$ cat config.mk
export PLATFORM = sky130hd
export DESIGN_NAME = safety_panel
export DESIGN_NICKNAME = d
export VERILOG_FILES = /design/src/rtl/safety_panel.v
export VERILOG_INCLUDE_DIRS = /design/src /design/src/rtl
export SDC_FILE = /design/constraint.sdc
export NUM_CORES = 1
export LEC_CHECK = 0
export ABC_AREA = 1
export BUFFER_PORTS_ARGS = -buffer_cell sky130_fd_sc_hd__buf_2
export CAP_MARGIN = 20
export CORE_MARGIN = 2
export CORE_UTILIZATION = 54
export DETAILED_ROUTE_END_ITERATION = 7
export GPL_TIMING_DRIVEN = 0
export PLACE_DENSITY_LB_ADDON = 0.05
export SYNTH_ARGS = -nofsm -noshare
export SYNTH_HDL_FRONTEND = slang
export SYNTH_SLANG_ARGS = --single-unit
export TNS_END_PERCENT = 30
$ cat constraint.sdc
create_clock -name MCLK -period 6.96 [get_ports MCLK]
set_clock_uncertainty 0.1 [all_clocks]
set_input_delay 0.696 -clock MCLK [delete_from_list [all_inputs] [get_ports MCLK]]
set_output_delay 0.696 -clock MCLK [all_outputs]
set_load 0.01 [all_outputs]
$ cat src/rtl/panel_map.vh
`ifndef PANEL_MAP_VH
`define PANEL_MAP_VH
// register byte offsets
`define REG_CTRL        4'h0
`define REG_SWITCH      4'h4
`define REG_CAUSE       4'h8
`define REG_STATUS      4'hC
// control register fields
`define CTRL_RESET_BIT  0
`define CTRL_OVRD_BIT   1
`define CTRL_PURGE_BIT  2
`define CTRL_CABP_BIT   3
`define CTRL_MANUAL_BIT 4
`define CTRL_HIGH_BIT   5
`define CTRL_FEED_BIT   6
`define CTRL_RESET_VAL  8'h00
// module switch field: two bits per module, 2'h0 off, 2'h1 on, 2'h2 standby
`define SW_OFF          2'h0
`define SW_ON           2'h1
`define SW_STBY         2'h2
`define SWITCH_RESET_VAL 8'h00
// cause register fields
`define CAUSE_TEMP_LSB  0
`define CAUSE_H2P_BIT   4
`define CAUSE_O2P_BIT   5
`define CAUSE_VOL_BIT   6
`define CAUSE_H2D_BIT   7
// debounce time in microseconds and derived cycles at 20 MHz
`define DEBOUNCE_US     10
`define CLK_MHZ         20
`define DEBOUNCE_CYC    (`DEBOUNCE_US * `CLK_MHZ)
`endif

$ cat src/rtl/safety_panel.v
// Decided for this implementation: the register addresses and register access over Avalon-MM.
`timescale 1ns/1ns
`include "panel_map.vh"

// Overview of operation
// - lower temperature switch lights yellow module lamp only, no shutdown
// - upper temperature switch lights red module lamp and shuts system down
// - hydrogen over-pressure lights red lamp and shuts system down
// - oxygen over-pressure lights red lamp and shuts system down
// - either electrolyte limit switch lights red lamp and shuts down
// - cabinet hydrogen detector lights red lamp and turns system off
// - shutdown or mains loss darkens the system reset lamp
// - reset must be pressed before restart; accepted only with no cause present or with override active
// - with reset dark, control lamps follow switch positions
// - reset off keeps pumps, water feed and modules de-energized
// - override active lights yellow and suppresses every automatic shutdown except mains loss
// - module purge open when reset dark; closed when lit unless purge active
// - modules one to three on/off; module four off/standby/on
// - water feed has automatic and off modes; pump running indicator
// - manual mode uses high/low switch; auto uses pressure switch; show mode
// - module four standby runs fixed low current regardless of mode
// - cabinet purge switch energizes solenoid and lights red
// - shutdown removes power, stops pumps, clears reset, opens purge, shows cause
// - every module and pump on-command is gated by the operate signal; the cabinet purge solenoid is not
// - shutdown clears the operate latch; override can block the shutdown
// - shutdown formed continuously from all safety inputs
// - each safety sensor except mains has a cause latch cleared only by the reset button
// - module current from on, high and standby; off gives zero
// - auto mode drops to low at upper pressure point, high at lower point
module safety_panel #(
  parameter DEBOUNCE_CYCLES = `DEBOUNCE_CYC
) (
  input  wire        MCLK,
  input  wire        RST,
  input  wire [3:0]  AVS_ADDRESS,
  input  wire        AVS_READ,
  input  wire        AVS_WRITE,
  input  wire [31:0] AVS_WRITEDATA,
  output reg  [31:0] AVS_READDATA,
  output wire        AVS_WAITREQUEST,
  input  wire [3:0]  TEMP_WARN,
  input  wire [3:0]  TEMP_HIGH,
  input  wire        H2_PRESS_HIGH,
  input  wire        O2_PRESS_HIGH,
  input  wire        VOL_HIGH,
  input  wire        VOL_LOW,
  input  wire        H2_DETECT,
  input  wire        MAINS_OK,
  input  wire        O2_PRESS_UPPER,
  input  wire        O2_PRESS_LOWER,
  input  wire        FEED_DEMAND,
  output reg  [3:0]  TEMP_WARN_LAMP,
  output reg  [3:0]  TEMP_HIGH_LAMP,
  output reg         H2_PRESS_LAMP,
  output reg         O2_PRESS_LAMP,
  output reg         VOL_LAMP,
  output reg         H2_DETECT_LAMP,
  output reg         RESET_LAMP,
  output reg         OVERRIDE_LAMP,
  output reg         PURGE_SW_LAMP,
  output reg         MODULE_PURGE_VALVE,
  output reg         CAB_PURGE_VALVE,
  output reg         CAB_PURGE_LAMP,
  output reg         ELYTE_PUMP_ON,
  output reg         FEED_PUMP_ON,
  output reg         FEED_RUN_LAMP,
  output reg         FEED_SW_LAMP,
  output reg  [3:0]  MOD_ON,
  output reg  [3:0]  MOD_HIGH,
  output reg  [3:0]  MOD_STBY,
  output reg  [3:0]  MOD_SW_LAMP,
  output reg         MANUAL_LAMP,
  output reg         AUTO_LAMP,
  output reg         HIGH_MODE_LAMP
);

  localparam CW = 16;

  reg  [7:0]  ctrl_reg;
  reg  [7:0]  switch_reg;
  reg  [7:0]  cause_reg;
  reg  [7:0]  cause_next;
  reg         operate_latch_reg;
  reg         auto_high_reg;
  reg         stby4_reg;
  reg  [15:0] sync1_reg;
  reg  [15:0] sync2_reg;
  reg  [15:0] sync3_reg;
  reg  [15:0] clean_reg;
  reg         rd_ack_reg;
  reg  [31:0] rd_mux;
  wire [2:0]  op_clean;
  reg         h2p;
  reg         o2p;
  reg         volx;
  reg         h2d;
  reg  [3:0]  thi;
  reg  [3:0]  twarn;
  reg         mains;
  reg         pup;
  reg         plow;
  reg         feed_dem;

  wire        wr_en = AVS_WRITE;
  wire        sys_reset_button = op_clean[0];
  wire        shutdown_override_switch = op_clean[1];
  wire        purge_sw = op_clean[2];
  wire [15:0] raw_in = {TEMP_WARN, FEED_DEMAND, O2_PRESS_LOWER, O2_PRESS_UPPER, MAINS_OK, H2_DETECT,
                        VOL_LOW | VOL_HIGH, O2_PRESS_HIGH, H2_PRESS_HIGH, TEMP_HIGH};
  wire [7:0]  cause_now;
  wire        safety_trip;
  wire        mains_lost;
  wire        shutdown;
  wire        operate;
  wire        manual;
  wire        want_high;
  wire [3:0]  sw_on;

  // reads take one wait state so that read data comes from a flop
  assign AVS_WAITREQUEST = AVS_READ & ~rd_ack_reg;

  function [1:0] mod_sel;
    input [7:0] sw;
    input integer idx;
    begin
      mod_sel = sw[idx*2 +: 2];
    end
  endfunction

  // three-flop sync on every pin
  always @(posedge MCLK or posedge RST) begin
    if (RST) begin
      sync1_reg <= 16'h0000;
      sync2_reg <= 16'h0000;
      sync3_reg <= 16'h0000;
    end else begin
      sync1_reg <= raw_in;
      sync2_reg <= sync1_reg;
      sync3_reg <= sync2_reg;
    end
  end

  // a change counts when second and third agree; mains rests high to match its idle pin
  always @(posedge MCLK or posedge RST) begin
    if (RST) begin
      clean_reg <= 16'h0100;
    end else begin
      clean_reg <= (sync2_reg & sync3_reg) | (clean_reg & (sync2_reg | sync3_reg));
    end
  end

  always @* begin
    thi      = clean_reg[3:0];
    h2p      = clean_reg[4];
    o2p      = clean_reg[5];
    volx     = clean_reg[6];
    h2d      = clean_reg[7];
    mains    = clean_reg[8];
    pup      = clean_reg[9];
    plow     = clean_reg[10];
    feed_dem = clean_reg[11];
    twarn    = clean_reg[15:12];
  end

  // debounce of the reset, override and purge controls held in ctrl_reg bits 0 to 2
  genvar g;
  generate
    for (g = 0; g < 3; g = g + 1) begin : deb
      reg          q_reg;
      reg          clean_bit_reg;
      reg [CW-1:0] cnt_reg;
      wire         raw_bit = ctrl_reg[g];
      assign op_clean[g] = clean_bit_reg;
      // a level must hold for the whole count; any bounce restarts it
      always @(posedge MCLK or posedge RST) begin
        if (RST) begin
          cnt_reg       <= {CW{1'b0}};
          q_reg         <= 1'b0;
          clean_bit_reg <= 1'b0;
        end else begin
          q_reg <= raw_bit;
          if (q_reg == clean_bit_reg) begin
            cnt_reg <= {CW{1'b0}};
          end else if (cnt_reg >= DEBOUNCE_CYCLES[CW-1:0] - 16'h0001) begin
            clean_bit_reg <= q_reg;
            cnt_reg       <= {CW{1'b0}};
          end else begin
            cnt_reg <= cnt_reg + 16'h0001;
          end
        end
      end
    end
  endgenerate

  assign cause_now   = {h2d, volx, o2p, h2p, thi};
  assign safety_trip = (|cause_now) & ~shutdown_override_switch;
  // mains loss has no latch and no override: the plant must be restarted by hand
  assign mains_lost  = ~mains;
  assign shutdown    = safety_trip | mains_lost;

  // cause latches: set wins over the reset button
  always @* begin
    cause_next = cause_reg | cause_now;
    if (sys_reset_button) begin
      cause_next = cause_now;
    end
  end

  always @(posedge MCLK or posedge RST) begin
    if (RST) begin
      cause_reg <= 8'h00;
    end else begin
      cause_reg <= cause_next;
    end
  end

  // operate latch: shutdown forces rest, reset with no cause arms it
  // shutdown is tested first, so a fault during the press still wins
  always @(posedge MCLK or posedge RST) begin
    if (RST) begin
      operate_latch_reg <= 1'b0;
    end else begin
      if (shutdown) begin
        operate_latch_reg <= 1'b0;
      end else if (sys_reset_button && ((cause_now == 8'h00) || shutdown_override_switch)) begin
        operate_latch_reg <= 1'b1;
      end
    end
  end

  assign operate   = operate_latch_reg;
  assign manual    = ctrl_reg[`CTRL_MANUAL_BIT];
  assign want_high = manual ? ctrl_reg[`CTRL_HIGH_BIT] : auto_high_reg;

  // automatic current hysteresis on the discharge pressure switch
  always @(posedge MCLK or posedge RST) begin
    if (RST) begin
      auto_high_reg <= 1'b1;
    end else if (pup) begin
      auto_high_reg <= 1'b0;
    end else if (plow) begin
      auto_high_reg <= 1'b1;
    end
  end

  generate
    for (g = 0; g < 4; g = g + 1) begin : msw
      assign sw_on[g] = (mod_sel(switch_reg, g) == `SW_ON) ||
                        ((g == 3) && (mod_sel(switch_reg, g) == `SW_STBY));
    end
  endgenerate

  // cause lamps follow the latches, so the first fault stays on show after it clears
  always @(posedge MCLK or posedge RST) begin
    if (RST) begin
      TEMP_WARN_LAMP <= 4'h0;
      TEMP_HIGH_LAMP <= 4'h0;
      H2_PRESS_LAMP  <= 1'b0;
      O2_PRESS_LAMP  <= 1'b0;
      VOL_LAMP       <= 1'b0;
      H2_DETECT_LAMP <= 1'b0;
    end else begin
      TEMP_WARN_LAMP <= twarn;
      TEMP_HIGH_LAMP <= cause_reg[3:0];
      H2_PRESS_LAMP  <= cause_reg[`CAUSE_H2P_BIT];
      O2_PRESS_LAMP  <= cause_reg[`CAUSE_O2P_BIT];
      VOL_LAMP       <= cause_reg[`CAUSE_VOL_BIT];
      H2_DETECT_LAMP <= cause_reg[`CAUSE_H2D_BIT];
    end
  end

  // safety controls; module purge rests open so a dead latch fails safe
  always @(posedge MCLK or posedge RST) begin
    if (RST) begin
      RESET_LAMP         <= 1'b0;
      OVERRIDE_LAMP      <= 1'b0;
      PURGE_SW_LAMP      <= 1'b0;
      MODULE_PURGE_VALVE <= 1'b1;
      CAB_PURGE_VALVE    <= 1'b0;
      CAB_PURGE_LAMP     <= 1'b0;
    end else begin
      RESET_LAMP         <= operate;
      OVERRIDE_LAMP      <= shutdown_override_switch;
      PURGE_SW_LAMP      <= purge_sw;
      MODULE_PURGE_VALVE <= ~operate | purge_sw;
      CAB_PURGE_VALVE    <= ctrl_reg[`CTRL_CABP_BIT];
      CAB_PURGE_LAMP     <= ctrl_reg[`CTRL_CABP_BIT];
    end
  end

  // pumps; the run lamp uses the same term as the pump so it never lags it
  always @(posedge MCLK or posedge RST) begin
    if (RST) begin
      ELYTE_PUMP_ON <= 1'b0;
      FEED_PUMP_ON  <= 1'b0;
      FEED_RUN_LAMP <= 1'b0;
      FEED_SW_LAMP  <= 1'b0;
    end else begin
      ELYTE_PUMP_ON <= operate & ctrl_reg[`CTRL_RESET_BIT + 7];
      FEED_PUMP_ON  <= operate & ctrl_reg[`CTRL_FEED_BIT] & feed_dem;
      FEED_RUN_LAMP <= operate & ctrl_reg[`CTRL_FEED_BIT] & feed_dem;
      FEED_SW_LAMP  <= ctrl_reg[`CTRL_FEED_BIT];
    end
  end

  // module current controls and current mode lamps
  always @(posedge MCLK or posedge RST) begin
    if (RST) begin
      stby4_reg      <= 1'b0;
      MOD_ON         <= 4'h0;
      MOD_HIGH       <= 4'h0;
      MOD_STBY       <= 4'h0;
      MOD_SW_LAMP    <= 4'h0;
      MANUAL_LAMP    <= 1'b0;
      AUTO_LAMP      <= 1'b0;
      HIGH_MODE_LAMP <= 1'b0;
    end else begin
      stby4_reg       <= (mod_sel(switch_reg, 3) == `SW_STBY);
      MOD_ON          <= {4{operate}} & sw_on;
      MOD_HIGH        <= {4{operate & want_high}} & sw_on & {~stby4_reg, 3'h7};
      MOD_STBY        <= {operate & stby4_reg, 3'h0};
      MOD_SW_LAMP     <= operate ? ({4{operate}} & sw_on) : sw_on;
      MANUAL_LAMP     <= manual;
      AUTO_LAMP       <= ~manual;
      HIGH_MODE_LAMP  <= want_high;
    end
  end

  // avalon slave, writes take zero wait states and land on the edge
  always @(posedge MCLK or posedge RST) begin
    if (RST) begin
      ctrl_reg   <= `CTRL_RESET_VAL;
      switch_reg <= `SWITCH_RESET_VAL;
    end else if (wr_en) begin
      case (AVS_ADDRESS)
        `REG_CTRL:   ctrl_reg   <= AVS_WRITEDATA[7:0];
        `REG_SWITCH: switch_reg <= AVS_WRITEDATA[7:0];
        default:     ctrl_reg   <= ctrl_reg;
      endcase
    end
  end

  // unmapped offsets read as zero
  always @* begin
    case (AVS_ADDRESS)
      `REG_CTRL:   rd_mux = {24'h000000, ctrl_reg};
      `REG_SWITCH: rd_mux = {24'h000000, switch_reg};
      `REG_CAUSE:  rd_mux = {24'h000000, cause_reg};
      `REG_STATUS: rd_mux = {24'h000000, mains, auto_high_reg, shutdown, operate,
                             op_clean, 1'b0};
      default:     rd_mux = 32'h00000000;
    endcase
  end

  // read data is registered; the ack flop drops waitrequest one edge later
  always @(posedge MCLK or posedge RST) begin
    if (RST) begin
      rd_ack_reg   <= 1'b0;
      AVS_READDATA <= 32'h00000000;
    end else begin
      rd_ack_reg   <= AVS_READ & ~rd_ack_reg;
      AVS_READDATA <= rd_mux;
    end
  end

endmodule // safety_panel

---- After elaboration in Yosys (flattened, before gate mapping) ----
Index checks and enable logic that the tools add are counted.
Widths: inputs -> output; s select.
word-level totals
  register bits after elaboration ......... 214
  bits of input ports ..................... 57
  output and inout bits ................... 74
  logic and storage cells ................. 113
operators by class
  add/subtract/negate cells ............... 3
  $lt $le $gt $ge ......................... 3
  equality and inequality tests ........... 11
  mux-type cells .......................... 14
  bitwise operators ....................... 27
  reductions and logical operators ........ 13
operators by type and width
  cell                   count
  $mux 16                6
  $add 16x1->16 const B  3
  $ge 16x8->1 const B    3
  $and 16x16->16         2
  $or 16x16->16          2
  $pmux 8 s4             1
  $and 4x4->4            3
  $reduce_and 2->1       5
  $not 1->1              9
  $eq 2x1->1 const B     4
  $eq 4x4->1 const B     2
  $logic_not 8->1        1
  $mux 8                 1
  $or 8x8->8             1
  $reduce_or 8->1        1
  $and 1x1->1            7
  $mux 1                 5
  $eq 4x3->1 const B     1
  $logic_not 4->1        1
  $mux 4                 1
  $reduce_bool 2->1      2
  $eq 1x1->1             3
  $or 1x1->1             3
  $eq 2x2->1 const B     1
  2 further kinds        3

---- Depth between registers and ports, before layout ----
Gate-level depths: netlist of run 1.
  word-level depth ........................ 5
  mapped depth ............................ 7
  depth with buffers taken out ............ 7

---- Worst setup path after synthesis of run 1 ----
Ideal clock, no wire load.
  path kind ............................... input port to output port
  start ................................... in AVS_READ
  end ..................................... out AVS_WAITREQUEST
  arrival time ............................ 0.898 ns
  data required time ...................... 6.164 ns
  slack ................................... 5.266 ns
  cell stages on the path ................. 2
  path buffers ............................ 0
  cell sequence ........................... inv_1 -> nor2_1
between the ends
  cells in the longest elaborated chain, start to end .. 1
ends and longest elaborated chain
  element      line                source
  from (decl)  safety_panel.v:36   input wire AVS_READ,
  $and 1x1->1  safety_panel.v:120  assign AVS_WAITREQUEST = AVS_READ & ~rd_ack_reg;
  to (decl)    safety_panel.v:40   output wire AVS_WAITREQUEST,
No other way between the ends.

==> impl_results.md, run 1 <==
* Slew margin rel. at 59.5%
* Unique masters post-synth at 31
* Post-DP HPWL at ~7.6 mm
* Residual DRC at 0
* Crit path arrival time at between 1000 and 1500 ps
* Logic pwr share at around 8%
* Worst setup margin at approximately 5100 ps
* Fill cells at between 900 and 1000
* Post-route cell area at between 0.007 and 0.008 sq mm
* CP Max Fanout at 2
* Peak supply drop at about 0.19 mV
* Clk Tree Root Cell: clkbuf_16
* Sw frac at around a quarter
* Synth warnings at 0
* Routed wire per std cell at between 10 and 15 um
* Setup Viol. Count Final at 0
* Final Wtd Congestion at 0.784
* Mapped Area at around 0.0066 sq mm
* Worst Setup Start Kind: register
* Total wire length at about 11 mm
* Clock buffer depth at 2
* Die width at roughly 110 um
* Clock slew at reported path FFs at 60 ps
* Gate count after technology mapping at 543
* Initial Util at between 50% and 60%
* Largest net degree at the start of global routing at 129
* Hold-fix buffers, CTS at 0
* Hold Path Class: primary input to async pin
* Final Max Slew Viols at 0
* Clk pwr share at 39.0%
* Initial antenna violation count at 0
* Critical Path Sink: CAB_PURGE_VALVE
* Via count at 3914
* Area delta synth->final at 21.0%
* TritonCTS clock tree: built
* Post-CTS setup buffers at 0
* Fin crit share at about a quarter
* Pwr Total at between 2 and 2.5 mW
* Vias in the first global route at 3875
* Full die area at approximately 0.013 sq mm
* Fin Setup TNS at 0 ps
* Part of the power in registers at 53.0%
* Sw power at around 0.57 mW
* CTS buffer count at 17
* Worst-Margin Slew at a little over 600 ps
* Gr usage total at a little under a fifth
* Global route overflow at 0
* Post-layout min period at ~1900 ps
* N_diodes at 0
* First-pass GRT wire length at 18.1 mm
* R2R Setup Slk at 5480 ps
* Post-CTS sizing at 0
* Util after Layout at between 60% and 70%
* Status: complete, no violations
* Io pins at around 130
* Core area at around 0.012 sq mm
* Post-DP Area at ~0.0074 sq mm
* Pleak at between 4 and 5 nW
* Critical path class: register to primary output
* CP required at slightly above 6000 ps
* Unrepaired setup endpoints after global routing: no
* Chip height at 114 um
* Internal power at approximately 1.8 mW
* H-tree depth at 4
* Seq cells post-synth at 190
* Post-synthesis sequential area ratio at roughly 72%
* Maximum clock rate at ~540 MHz
* IO Port Bufs at 79
* Reg-to-Reg Start: deb[1].cnt_reg[0]$_DFF_PP0_
* Vias per cell at 4.59
* FF-to-FF End: deb[1].cnt_reg[2]$_DFF_PP0_
* CP Capture Type: primary output
* Syn avg cell area at ~12 sq um
* Latest clock arrival within the worst-skew pair at between 400 and 500 ps
* Total Nets Final at roughly 750
* Cell row count at 40
* Reg2Reg Depth at 6
* DRT iter0 DRCs at ~190
* Pre-CTS setup slack at roughly 5000 ps
* Layout cells sized above 1 at between 20% and 30%
* Drt pass-1 iters at 4
* Pwr dens at 299 mW/mm^2
* Final-report hold violation count at 0
* Max FFs per register at 48
* Max-Cap Viols at 0
* Crit path from: CAB_PURGE_LAMP$_DFF_PP0_
* Post-DRT Antenna Nets at 0
* CTS sink count at 190
## routing by layer
metal	vias up	global-route usage (%)	wire, um
li1	1927	-	-
met1	1898	24.2	4800
met2	83	28.8	5490
met3	6	4.34	389
met4	0	9.27	104
met5	-	0	0
## worst min path at each step
stage	end	start	slack (ps)
2_1_floorplan	sync2_reg[0]$_DFF_PP0_	sync1_reg[0]$_DFF_PP0_	230
3_3_place_gp	sync2_reg[4]$_DFF_PP0_	sync1_reg[4]$_DFF_PP0_	230
3_5_place_dp	sync2_reg[1]$_DFF_PP0_	sync1_reg[1]$_DFF_PP0_	240
4_1_cts	deb[2].cnt_reg[13]$_DFF_PP0_	RST	200
5_1_grt	deb[2].cnt_reg[13]$_DFF_PP0_	RST	220
6_report	deb[2].cnt_reg[13]$_DFF_PP0_	RST	210
## worst max-delay path, stage by stage (launching register included)
cell	delay (ps)
dfrtp_1	390
buf_4	130
buf_2	130
## layout by cell type, fill, tap and decap left out, types with 10 or more instances in the layout
master / netlist / final
nand2_1: 102 / 102
xor2_1: 10 / 10
nand4_1: 10 / 10
buf_4: 29 / 29
conb_1: 1 / 51
nor2_1: 61 / 61
clkbuf_16: 0 / 17
maj3_1: 16 / 16
buf_2: 0 / 79
dfrtp_1: 187 / 187
inv_1: 52 / 51
nand3_1: 10 / 10
## power groups by stage
stage | Clock [mW] | Sequential (mW) | Combinational [mW]
global route | 1.01 | 1.27 | 0.219
finish | 0.930 | 1.26 | 0.191
CTS | 0.956 | 1.26 | 0.195
global placement | 0 | 1.28 | 0.187
detailed placement | 0 | 1.28 | 0.193
floorplan | 0 | 1.28 | 0.110
## synth_stat cells
master	n	area share (%)
maj3_1	16	2.4
clkbuf_1	1	0.057
o211ai_1	1	0.11
nand2_1	102	5.8
nand3b_1	1	0.11
nand2_2	3	0.28
ha_1	4	0.76
nor2_1	61	3.5
nand2_4	1	0.17
or2_2	1	0.095
o21ai_1	8	0.61
dfstp_2	3	1.2
a21o_1	1	0.11
xor2_1	10	1.3
o21ai_0	8	0.61
nand4_1	10	0.95
nor3_2	1	0.15
a21oi_1	1	0.076
inv_2	2	0.11
conb_1	1	0.057
xnor2_1	4	0.53
and3_1	1	0.095
inv_1	52	3.0
nor3_4	1	0.25
nand3_1	10	0.76
o21bai_1	5	0.57
dfrtp_1	187	71
buf_4	29	3.3
o21ai_2	8	1.1
nor3_1	8	0.61
buf_6	2	0.34
## logic make-up (layout without fill, tap and decap cells)
group,count (synthesis),after routing,synth area share [%]
AND/OR/NAND/NOR,200,200,12.8
flip-flops,190,190,72.2
buffers and inverters,86,198,6.78
AO/OA/AOI/OAI,32,32,3.15
adder cells (fa/ha/maj),20,20,3.19
XOR/XNOR,14,14,1.86
other,1,51,0.0569
## stage by stage
stage               cells  hold WS, ps
floorplan             593          231
global placement      819          231
detailed placement    820          236
CTS                   852          201
global route          852          224
finish                852          206
## layout make-up
class | instances | area [sq um] | share of cell area (%)
flip-flops and latches | 190 | 4760 | 59.7
multi-input cells | 317 | 1570 | 19.7
clock inverters | 13 | 140 | 1.76
well taps | 147 | 184 | 2.31
inverters | 54 | 210 | 2.64
plain buffers | 32 | 244 | 3.06
repair buffers | 80 | 423 | 5.30
clock buffers | 19 | 443 | 5.55
No activity file was read; power rests on OpenSTA's default activity.
==> run 2, diff against run 1 <==
==> constraint.sdc (replaced) <==
create_clock -name MCLK -period 1.8 [get_ports MCLK]
set_clock_uncertainty 0.1 [all_clocks]
set_input_delay 0.18 -clock MCLK [delete_from_list [all_inputs] [get_ports MCLK]]
set_output_delay 0.18 -clock MCLK [all_outputs]
set_load 0.01 [all_outputs]
==> run 2 against run 1 <==
Sequential share of layout area decreased by 2.4 points. Cell count increased by 3.5%. Global-route usage is 0.46 points higher. Clock power rose to 4.0 times the previous value. Sequential power increased to 3.9 times the previous value. Sequential cell count is the same. Critical path type is now register to register.
==> impl_results.md, run 2 (synthesis results as in run 1) <==
* Clk pwr share at 39.4% (+0.4 points)
* Critical path class: register to register
* Via count at 4007 (+2.4%)
* CP Max Fanout at 8 (+6)
* Reg2Reg Depth at 6 (unchanged)
* Hold Path Class: primary input to register
* CP required at 2050 ps (-4110 ps)
* Maximum clock rate at about 670 MHz
* N_diodes at 0 (unchanged)
* DRT iter0 DRCs at 232 (+20%)
* Global route overflow at 0 (unchanged)
* Crit path arrival time at 1740 ps (+680 ps)
* Clock buffer depth at 2 (unchanged)
* Core area at 0.0120 sq mm (unchanged)
* Final-report hold violation count at 0 (unchanged)
* Worst Hold Path Cells at 4
* Routed wire per std cell at 12.5 um (-0.98%)
* Pleak at 4.19 nW (+4.0%)
* Worst-Margin Slew at 692 ps (+83.9 ps)
* Final Max Slew Viols at 0 (unchanged)
* Internal power at 7.16 mW (+290%)
* CTS buffer count at 17 (unchanged)
* Cell row count at 40 (unchanged)
* CP Capture Type: register
* Pre-CTS setup slack at 283 ps (-4700 ps)
* Area delta synth->final at 26.1%
* H-tree depth at 4 (unchanged)
* Clock slew at reported path FFs at 70 ps (about the same)
* Drt pass-1 iters at 4 (unchanged)
* Setup Viol. Count Final at 0 (unchanged)
* Vias in the first global route at 4036 (+4.2%)
* Die width at 114 um (unchanged)
* Layout cells sized above 1 at 22.7% (-0.40 points)
* Slew margin rel. at 53.8% (-5.7 points)
* Logic pwr share at 8.5% (+0.5 points)
* Commonest cells after routing, fill and taps aside: dfrtp_1, nand2_1, buf_2, nor2_1
* Commonest non-fill, non-tap cell in the layout: dfrtp_1
* First-pass GRT wire length at 18.7 mm (+3.0%)
* Initial antenna violation count at 1 (+1)
* Post-layout min period at around 1500 ps
* Gr usage total at 18.8% (+0.46 points)
* Register Area at 0.00476 sq mm (unchanged)
* Pwr dens at 1130 mW/mm^2 (+280%)
* Vias per cell at 4.54 (-1.1%)
* Sw frac at 23.6% (-0.18 points)
* Largest net degree at the start of global routing at 44 (-66%)
* Part of the power in registers at 52.1% (-0.9 points)
* Post-DRT Antenna Nets at 0 (unchanged)
* Total wire length at 11.1 mm (+2.5%)
* Status: complete, no violations
* Io pins at 131 (unchanged)
* CTS sink count at 190 (unchanged)
* Chip height at 114 um (unchanged)
* Post-DP HPWL at 7.70 mm (+1.5%)
* Fill cells at 870 (-6.8%)
* IO Port Bufs at 79 (unchanged)
* Worst Setup Start Kind: register
* Clk Tree Root Cell: clkbuf_16
* Full die area at 0.0131 sq mm (unchanged)
* Total Nets Final at 783 (+4.0%)
* Fin crit share at about 83%
* Max FFs per register at 48 (unchanged)
* Multi-input logic area at 0.00157 sq mm (unchanged)
* Max-Cap Viols at 0 (unchanged)
* Final Wtd Congestion at 0.775 (-1.2%)
* Unrepaired setup endpoints after global routing: no
* Residual DRC at 0 (unchanged)
* Worst setup margin at 305 ps (-4800 ps)
* Post-CTS setup buffers at 0 (unchanged)
* Latest clock arrival within the worst-skew pair at 420 ps (about the same)
* Hold_ws at 27.4 ps (-179 ps)
* Sw power at 2.21 mW (+290%)
* TritonCTS clock tree: built
* Initial Util at 55.1% (unchanged)
* Peak supply drop at 0.715 mV (+270%)
==> run 2: changes by cell type in the layout (fill, tap and decap cells not counted) <==
cell and change:
dlygate4sd3_1 +27, buf_12 +4, clkinvlp_4 -4, clkbuf_8 +2, clkinv_4 +2, buf_16 -1, clkbuf_1 -1, clkinv_2 +1
inv_6 +1, inv_8 -1
==> run 2: final timing paths <==
path / startpoint / end / slack, ps
setup reg to reg: deb[0].cnt_reg[0]$_DFF_PP0_ / deb[0].cnt_reg[0]$_DFF_PP0_ / 310
hold / removal: AVS_WRITE / switch_reg[6]$_DFFE_PP0P_ / 30
min in group asynchronous: RST / TEMP_HIGH_LAMP[0]$_DFF_PP0_ / 300
hold reg to reg: sync1_reg[3]$_DFF_PP0_ / sync2_reg[3]$_DFF_PP0_ / 250
max in group asynchronous: RST / clean_reg[8]$_DFF_PP1_ / 350
setup / recovery: deb[0].cnt_reg[0]$_DFF_PP0_ / deb[0].cnt_reg[0]$_DFF_PP0_ / 310
==> run 2: metrics by stage <==
step | cell area (sq um) | TNS, ps | instances | utilization, % | power, mW
6_report | 8310 | 0 | 882 | 69.5 | 9.37
5_1_grt | 8310 | 0 | 882 | 69.5 | 9.80
4_1_cts | 8310 | 0 | 882 | 69.5 | 9.48
3_5_place_dp | 7440 | 0 | 823 | 62.2 | 5.72
3_3_place_gp | 7360 | -343440 | 819 | 61.5 | 5.67
2_1_floorplan | 6780 | -174090 | 593 | - | 5.38
==> run 2: layer usage <==
metal | up-vias | part of all wire (%) | global-route usage, %
met3 | 26 | 4.4 | 4.87
met1 | 1916 | 43 | 24.6
met5 | - | 0.063 | 0
met2 | 80 | 49 | 29.5
li1 | 1983 | - | -
met4 | 2 | 3.0 | 9.35
==> run 2: critical path, cell delays in order (launching register included) <==
cell and delay (ps):
dfrtp_1 400, ha_1 230, nand2_1 110, nand3_1 90, nand2_1 80, nand3_1 230, nor2_1 180
==> run 2: power groups by stage <==
stage                     logic, mW  registers [mW]  clock network (mW)
final                         0.796            4.88                3.70
after floorplan               0.428            4.95                   0
after CTS                     0.806            4.88                3.79
after detailed placement      0.758            4.96                   0
after global placement        0.720            4.95                   0
after global routing          0.908            4.92                3.97
==> run 2: what timing repair did <==
action	CTS	global route
endpoints found under the hold margin	63	0
setup endpoints to repair	0	0
resized for setup	0	0
hold buffers	27	0
==> run 2: layout make-up <==
| cell class | count | share of cell area, % |
|---|---|---|
| clock buffers | 20 | 5.61 |
| well taps | 147 | 2.21 |
| repair buffers | 110 | 8.97 |
| inverters | 54 | 2.48 |
| plain buffers | 32 | 2.94 |
| multi-input cells | 317 | 18.9 |
| flip-flops and latches | 190 | 57.2 |
| clock inverters | 12 | 1.61 |
